$ cat src/core/asti_pkg.sv
// What this block does
// - reset clears the interval register to zero
// - register written by byte or by bit
// - enable low: no timed gap inserted
// - enable high: gap timed from count field
// - gap spans (n+1)*64 plus 28..36 plus sck
// - gap never below two serial clock periods
// - timebase is oscillator or oscillator halved
// - timed spacing disables the busy input option
package asti_pkg;
  // register address and field layout
  localparam logic [15:0] ASTI_REG_ADDR   = 16'hFF6B;
  localparam logic [7:0]  ASTI_REG_RESET  = 8'h00;
  localparam logic [7:0]  ASTI_REG_MASK   = 8'h9F;   // bits 6..5 read as zero
  localparam int          ASTI_EN_BIT     = 7;
  localparam int          ASTI_CNT_LSB    = 0;
  localparam int          ASTI_CNT_W      = 5;
  // gap timing in main clock periods
  localparam logic [11:0] ASTI_GAP_UNIT   = 12'h040; // 2^6 periods per count step
  localparam logic [11:0] ASTI_GAP_MIN_OF = 12'h01C; // 28 periods least offset
  localparam logic [11:0] ASTI_GAP_MAX_OF = 12'h024; // 36 periods longest offset
  localparam logic [11:0] ASTI_GAP_OFS    = 12'h020; // offset actually counted
  localparam logic [1:0]  ASTI_MIN_SCK    = 2'h2;    // least gap in sck periods

  // processor memory access
  typedef struct packed {
    logic        wr_byte;  // full byte write
    logic        wr_bit;   // single bit write
    logic        rd;       // read strobe
    logic [15:0] addr;     // memory address
    logic [7:0]  wdata;    // byte write data
    logic [2:0]  bit_sel;  // bit index for bit write
    logic        bit_val;  // bit value for bit write
  } asti_cpu_req_t;

  // link to the transfer logic
  typedef struct packed {
    logic byte_done;       // one byte transfer ended
    logic sck_tick;        // one pulse per serial clock period
    logic active;          // automatic transfer in progress
  } asti_xfer_t;
endpackage

$ cat src/core/asti_interval.sv
`timescale 1ns/100ps
module asti_interval (
  input  wire logic                   clock,
  input  wire logic                   sys_rst,
  input  wire asti_pkg::asti_cpu_req_t cpu_req,
  input  wire logic                   osc_div2_sel,
  input  wire asti_pkg::asti_xfer_t   xfer,
  output logic [7:0]                  cpu_rdata,
  output logic                        hold_sck,
  output logic                        busy_option_disable,
  output logic                        interval_timing_enable
);
  // gap length in main clock ticks for a count value
  function automatic logic [11:0] gap_ticks(input logic [4:0] n);
    gap_ticks = ({7'h00, n} + 12'h001) * asti_pkg::ASTI_GAP_UNIT + asti_pkg::ASTI_GAP_OFS;
  endfunction

  // register address match
  function automatic logic hit(input logic [15:0] a);
    hit = (a == asti_pkg::ASTI_REG_ADDR);
  endfunction

  typedef enum {ASTI_IDLE, ASTI_COUNT, ASTI_ALIGN} asti_state_t;

  logic [7:0]  ctrl_reg;        // interval register
  logic [7:0]  ctrl_next;
  logic [7:0]  rdata_reg;       // read data latch
  logic [7:0]  rdata_next;
  logic        div_reg;         // halved timebase phase
  logic        div_next;
  logic        tick;            // main system clock tick
  asti_state_t state_reg;       // gap sequencer
  asti_state_t state_next;
  logic [11:0] cnt_reg;         // ticks left in gap
  logic [11:0] cnt_next;
  logic [1:0]  sck_reg;         // serial ticks seen in gap
  logic [1:0]  sck_next;
  logic [4:0]  count_field;

  assign interval_timing_enable = ctrl_reg[asti_pkg::ASTI_EN_BIT];
  assign count_field            = ctrl_reg[asti_pkg::ASTI_CNT_LSB +: asti_pkg::ASTI_CNT_W];
  assign cpu_rdata              = rdata_reg;

  // register file next values
  always_comb begin
    ctrl_next  = ctrl_reg;
    rdata_next = rdata_reg;
    if (sys_rst) begin
      ctrl_next  = asti_pkg::ASTI_REG_RESET;
      rdata_next = 8'h00;
    end else begin
      // byte write, reserved bits held at zero
      if (cpu_req.wr_byte && hit(cpu_req.addr)) begin
        ctrl_next = cpu_req.wdata & asti_pkg::ASTI_REG_MASK;
      end else if (cpu_req.wr_bit && hit(cpu_req.addr)) begin
        // bit write, one bit only
        ctrl_next[cpu_req.bit_sel] = cpu_req.bit_val;
        ctrl_next = ctrl_next & asti_pkg::ASTI_REG_MASK;
      end
      // reads return zero off the register
      if (cpu_req.rd) begin
        rdata_next = hit(cpu_req.addr) ? ctrl_reg : 8'h00;
      end
    end
  end

  // register file flops
  always_ff @(posedge clock) begin
    ctrl_reg  <= ctrl_next;
    rdata_reg <= rdata_next;
  end

  // main clock prescale: every cycle or every other
  always_comb begin
    div_next = sys_rst ? 1'b0 : ~div_reg;
    tick     = osc_div2_sel ? div_reg : 1'b1;
  end

  always_ff @(posedge clock) begin
    div_reg <= div_next;
  end

  // gap sequencer next state
  always_comb begin
    state_next = state_reg;
    cnt_next   = cnt_reg;
    sck_next   = sck_reg;
    if (sys_rst) begin
      state_next = ASTI_IDLE;
      cnt_next   = 12'h000;
      sck_next   = 2'h0;
    end else begin
      case (state_reg)
        // wait for a byte end
        ASTI_IDLE: begin
          if (xfer.byte_done && interval_timing_enable) begin
            state_next = ASTI_COUNT;
            cnt_next   = gap_ticks(count_field);
            sck_next   = 2'h0;
          end
        end
        // count main clock ticks
        ASTI_COUNT: begin
          if (xfer.sck_tick && sck_reg != asti_pkg::ASTI_MIN_SCK) begin
            sck_next = sck_reg + 2'h1;
          end
          if (tick) begin
            if (cnt_reg == 12'h001) begin
              state_next = ASTI_ALIGN;
            end
            cnt_next = cnt_reg - 12'h001;
          end
        end
        // release on a serial tick after two seen
        ASTI_ALIGN: begin
          if (xfer.sck_tick) begin
            if (sck_reg == asti_pkg::ASTI_MIN_SCK) begin
              state_next = ASTI_IDLE;
            end else begin
              sck_next = sck_reg + 2'h1;
            end
          end
        end
        default: begin
          state_next = ASTI_IDLE;
        end
      endcase
    end
  end

  always_ff @(posedge clock) begin
    state_reg <= state_next;
    cnt_reg   <= cnt_next;
    sck_reg   <= sck_next;
  end

  // hold the serial clock while the gap runs
  assign hold_sck            = (state_reg != ASTI_IDLE);
  // busy input unusable while spacing is timed
  assign busy_option_disable = interval_timing_enable;

  // helper: count-phase ticks and serial ticks (saturating) in a gap
  logic [11:0] chk_ticks;
  logic [2:0]  chk_sck;
  logic [11:0] chk_min;
  always_ff @(posedge clock) begin
    if (sys_rst || state_reg == ASTI_IDLE) begin
      chk_ticks <= 12'h000;
      chk_sck   <= 3'h0;
      chk_min   <= gap_ticks(count_field) - asti_pkg::ASTI_GAP_OFS + asti_pkg::ASTI_GAP_MIN_OF;
    end else begin
      chk_ticks <= chk_ticks + {11'h000, tick && state_reg == ASTI_COUNT};
      chk_sck   <= (chk_sck == 3'h7) ? chk_sck : chk_sck + {2'h0, xfer.sck_tick};
    end
  end
endmodule // asti_interval

$ cat config.mk
export PLATFORM = sky130hd
export DESIGN_NAME = asti_interval
export DESIGN_NICKNAME = d
export VERILOG_FILES = /design/src/core/asti_pkg.sv /design/src/core/asti_interval.sv
export SDC_FILE = /design/constraint.sdc
export NUM_CORES = 1
export LEC_CHECK = 0
export ABC_CLOCK_PERIOD_IN_PS = 4670
export BUFFER_PORTS_ARGS = -buffer_cell sky130_fd_sc_hd__clkbuf_2
export CAP_MARGIN = 20
export CORE_MARGIN = 2
export CORE_UTILIZATION = 50
export CTS_CLUSTER_DIAMETER = 150
export DETAILED_ROUTE_END_ITERATION = 7
export PLACE_DENSITY = 0.76
export SETUP_SLACK_MARGIN = 0.4
export SYNTH_ARGS = -nofsm -noshare
export SYNTH_HDL_FRONTEND = slang
export SYNTH_SLANG_ARGS = --single-unit
$ cat constraint.sdc
create_clock -name clock -period 4.67 [get_ports clock]
set_clock_uncertainty 0.15 [all_clocks]
set_input_delay 0.934 -clock clock [delete_from_list [all_inputs] [get_ports clock]]
set_output_delay 0.934 -clock clock [all_outputs]
set_load 0.05 [all_outputs]
# == After elaboration in Yosys (flattened, before gate mapping) ==
# Index checks and enable logic that the tools add are counted.
# Widths: inputs -> output; s select.
# word_totals
reg_bits,61
in_bits,37
# op_classes
add_sub_neg,4
magnitude_cmp,2
n_eq_ne,13
mux,21
bitwise_logic,1
reduce_logical,13
# ops
op,n
$mux 32,5
$pmux 32 s3,1
$eq 32x1->1 const B,1
$eq 32x2->1 const B,1
$logic_not 32->1,1
$reduce_bool 32->1,1
$mux 12,2
$mux 8,3
$pmux 12 s2,1
$eq 16x16->1 const B,1
$ne 2x2->1 const B,8
$add 12x6->12 const B,1
$eq 12x1->1 const B,1
$sub 12x1->12 const B,1
$reduce_and 5->1,2
$bwmux 8,1
$mux 2,4
$add 5x1->6 const B,1
$pmux 2 s3,1
$logic_and 1x1->1,5
$lt 3x4->1 const B,1
$reduce_bool 2->1,2
$demux 1 s3,1
$ge 3x1->1 const B,1
6 further kinds,7

# == Logic depth before layout (Yosys ltp) ==
# depth
depth_word,7
depth_mapped,8

# == Worst setup path before layout ==
# OpenSTA, ideal clock, no wires.
# synth_path
path_type,input port to flip-flop
startpoint,input port cpu_req[16] in the netlist's numbering
endpoint,register ctrl_reg[4]
setup_ns,0.132
arrival_ns,2.119
required_time_ns,4.388
slack_ns,2.269
cell_stages,5
path_buffers,1
path_cell_list,nand4bb_1 -> or4_1 -> buf_2 -> o41ai_4 -> a221oi_2
# synth_between
elab_chain_len,3
word_cells_on_any_way,5
classes_between,eq/ne (1); mux (1); reduce/logical (3)
# synth_rtl
element,line_no,rtl
"start, declared",asti_interval.sv:5,"input wire asti_pkg::asti_cpu_req_t cpu_req,"
$eq 16x16->1 *,asti_interval.sv:20,hit = (a == asti_pkg::ASTI_REG_ADDR);
"$logic_and 1x1->1, on equally long branches","asti_interval.sv:53, asti_interval.sv:55",
$mux 8 or $reduce_bool 2->1 (tied branches),--,
"end signal, assigned",asti_interval.sv:69,ctrl_reg <= ctrl_next;
"end, declared",asti_interval.sv:25,logic [7:0] ctrl_reg;
# Mark *: on every way between the ends. The rest lies on a longest branch, timed or not.
# A chain may end at the register's enable or synchronous reset.

# == Worst setup path in the final report ==
# layout_path
startpoint,register state_reg[1]
endpoint,register cnt_reg[11]
# layout_between
elab_chain_len,3
word_cells_on_any_way,7
classes_between,eq/ne (3); mux (1); reduce/logical (3)
# layout_rtl
element,line_no,rtl
"start, declared",asti_interval.sv:32,asti_state_t state_reg;
"start signal, assigned",asti_interval.sv:132,state_reg <= state_next;
$eq 32x1->1 or $logic_not 32->1 (tied branches),asti_interval.sv:93,case (state_reg)
$ne 2x2->1 (no source line) or $reduce_bool 2->1 (tied branches),--,
$reduce_and 3->1 (no source line),--,
"end signal, assigned",asti_interval.sv:133,cnt_reg <= cnt_next;
"end, declared",asti_interval.sv:34,logic [11:0] cnt_reg;
# Several ways; a longest one is shown, not always the timed one.

==> impl_results.md <==
- Clock slew at reported path FFs: 0.06 ns
- ANT cells: 0
- Hpwl dp: 3.03 mm
- Initial drt markers: 129
- Yosys reg bits: 29
- Post-synth top area share: 31.5%
- CTS buffer count: 5
- Final nets: 307
- Worst path top cell family by delay: simple AND/OR/NAND/NOR gates
- Placed insts: 303
- Worst endpoint required time: 4.71 ns
- P_int: 391 uW
- Min Tclk post-route: 2.46 ns
- Least-Margin Pin Slew: 0.618 ns
- Routed wire length: 4.09 mm
- Largest area contributor in the netlist: dfxtp_1
- CP max stage delay: 0.49 ns
- # setup viols final: 0
- CTS resizes: 0
- Crit. End Element: register
- Share of cells above drive strength 1: 21.7%
- Root buf cell: clkbuf_8
- Worst R2R Path Depth: 6
- Worst path bufs/invs: 2
- Post-synth top flop: dfxtp_1
- RSZ-0062 raised after global routing: no
- Total track usage: 20.5%
- Worst IR Drop VDD: 171 uV
- Post-synth EDFFs: 0
- Avg WL per Cell: 13.2 um
- Setup Buffers After CTS: 0
- Ports: 48
- Area grow syn2layout: 15.3%
- Final cycle utilization of the critical path: 52.8%
- CP Launch Type: register
- Clock latency on the worst-skew pair: 0.27 ns
- Min-Delay Endpoint: div_reg
- Pwr dens: 254 nW/um^2
- Share of the yosys chip area belonging to registers: 31.5%
- Hold Fails Final Rpt: 0
- First-pass GRT wire length: 6.91 mm
- Gate power share: 17.5%
- Hold path cells: 1
- Max clock buf depth: 2
- CTS Sinks: 29
- Slew Viols, Final: 0
- Num rows: 22
- Hold WC Path Type: register to register
- DRC: 0
- CTS tree: built
- Async set-reset flop share out of synthesis: 0%
- Switching power: 149 uW
- Die height: 64.7 um
- R2R Path End: cnt_reg[11]
- Die Wd: 64.7 um
- Largest register FFs: 12
- Max-slew headroom: 58.8%
- Critical Path, Cell by Cell: inv_1 -> ha_1 -> inv_1 -> nor3_1 -> or3b_1 -> a31oi_1
- Tot Pwr: 540 uW
- Initial Utilization: 51.1%
- Post-synthesis cell count: 225
- Antenna-violating nets left: 0
- Largest cells by area after synthesis: dfxtp_1, ha_1, a21oi_1
- I/O Buffers: 42
- Reg-to-Reg Start: state_reg[1]
- Max-cap violations: 0
- Syn Std Cell Area: 1840 sq um
- Number of global-route vias before repair: 1620
- Clock group share of total power: 35.2%
- Leakage: 0.866 nW
- DR vias/cell: 5.79
- Critical Setup Path Class: register to register
- Mapped Avg Cell Area: 8.19 sq um
- Hold_buf cts: 0
- Setup TNS: 0 ns
- Net Sw Frac: 27.6%
- Fillers: 350
- Initial antenna violation count: 0
- Status: completed
- Worst hold slack: 0.284 ns
- Largest net degree at the start of global routing: 29
- Hold path startpoint: div_reg
- Fmax: 0.406 GHz
- R2r setup slk: 2.21 ns
- Slowest cell on the critical path: ha_1
- Final global-route overflow total: 0
- H-tree levels: 2
- Critical path arrival: 2.51 ns
- Full die area: 4190 sq um
- GPL Wtd Cong: 0.817
- DR pass1 iterations: 5
- Core box area: 3610 sq um
- Synth unique cells: 56
- Non-Filler Instances: 311
- Crit Path Max Fanout: 16
- Flop pwr share: 47.3%
- Vias: 1801
- Most frequent cell on the critical path: inv_1
- Synth warn: 0
## kinds of logic (layout without fill, tap and decap cells)
logic type / count (synthesis) / count (layout) / synth area share, %
compound gates: 66 / 66 / 25.3
fa+ha+maj: 8 / 8 / 5.43
xor+xnor: 3 / 3 / 1.43
mux: 1 / 1 / 0.543
buf+inv: 27 / 64 / 6.99
flops: 29 / 29 / 31.5
other cells: 1 / 2 / 0.203
simple gates: 90 / 90 / 28.6
## layout make-up
type,instances,area [sq um],area share [%]
multi-input cells,170,1140,53.5
flip-flops and latches,29,581,27.3
repair buffers,43,218,10.2
clock buffers,8,80.1,3.77
well taps,48,60.1,2.83
inverters,13,48.8,2.30
## metrics by stage
step                setup slack (ns)  area (sq um)  utilization (%)
floorplan                       2.27          1850                -
global placement                2.07          2040             56.7
detailed placement              2.04          2040             56.7
CTS                             2.18          2120             58.9
global route                    2.02          2120             58.9
finish                          2.21          2120             58.9
## power by group through the flow
stage | combinational [mW] | sequential [mW] | clock, mW
2_1_floorplan | 0.0680 | 0.260 | 0
3_3_place_gp | 0.0927 | 0.261 | 0
3_5_place_dp | 0.0940 | 0.261 | 0
4_1_cts | 0.0942 | 0.255 | 0.193
5_1_grt | 0.105 | 0.256 | 0.206
6_report | 0.0944 | 0.256 | 0.190
## layer usage
metal  part of all wire (%)  routed length (um)  vias up  GRT usage, %
li1                       -                   -      902             -
met1                     44                1800      818          26.2
met2                     47                1910       70          34.0
met3                    7.3                 297       11          4.34
met4                    2.0                  82        0          6.91
met5                      0                   0        -             0
## how the worst max path moves through the flow
stage | slack (ns) | start | cells past startpoint | endpoint
after detailed placement | 2.04 | cpu_req[16] | 5 | ctrl_reg[4]
after CTS | 2.18 | state_reg[1] | 6 | cnt_reg[11]
after global placement | 2.07 | cpu_req[16] | 5 | ctrl_reg[4]
after floorplan | 2.27 | cpu_req[16] | 5 | ctrl_reg[4]
after global routing | 2.02 | state_reg[1] | 6 | cnt_reg[11]
final | 2.21 | state_reg[1] | 6 | cnt_reg[11]
## cell usage after synthesis, types with 2 or more instances
cell and instances:
a211oi_1 3, a21oi_1 19, a221oi_1 5, a22oi_1 3
a31oi_1 2, and2_1 2, and3_1 2, and4b_1 2
buf_2 4, buf_4 3, clkbuf_1 5, dfxtp_1 29
ha_1 8, inv_1 13, nand2_1 12, nand2b_1 9
nand3_1 13, nand3b_1 4, nand4_1 4, nor2_1 13
nor2b_1 4, nor3_1 6, nor4_1 2, nor4_2 2
o211ai_1 2, o21ai_0 14, o22ai_1 2, o31a_1 2
o31ai_1 3, or3_1 4, or3b_1 2, or4_1 2
xnor2_1 2
## placed cells by master, fill, tap and decap left out, drive strengths merged, types with 3 or more instances in the layout
cell    synthesis  layout
ha              8       8
nor2           13      13
nand3          13      13
nand4           4       4
a211oi          3       3
a22oi           3       3
nor4            4       4
nand2b          9       9
inv            13      13
clkbuf          7      50
nor2b           4       4
or3             4       4
nand2          12      12
a21oi          19      19
a221oi          6       6
o31ai           3       3
nand3b          4       4
nor3            6       6
o21ai          15      15
dfxtp          29      29
No activity file was read; power rests on OpenSTA's default activity.
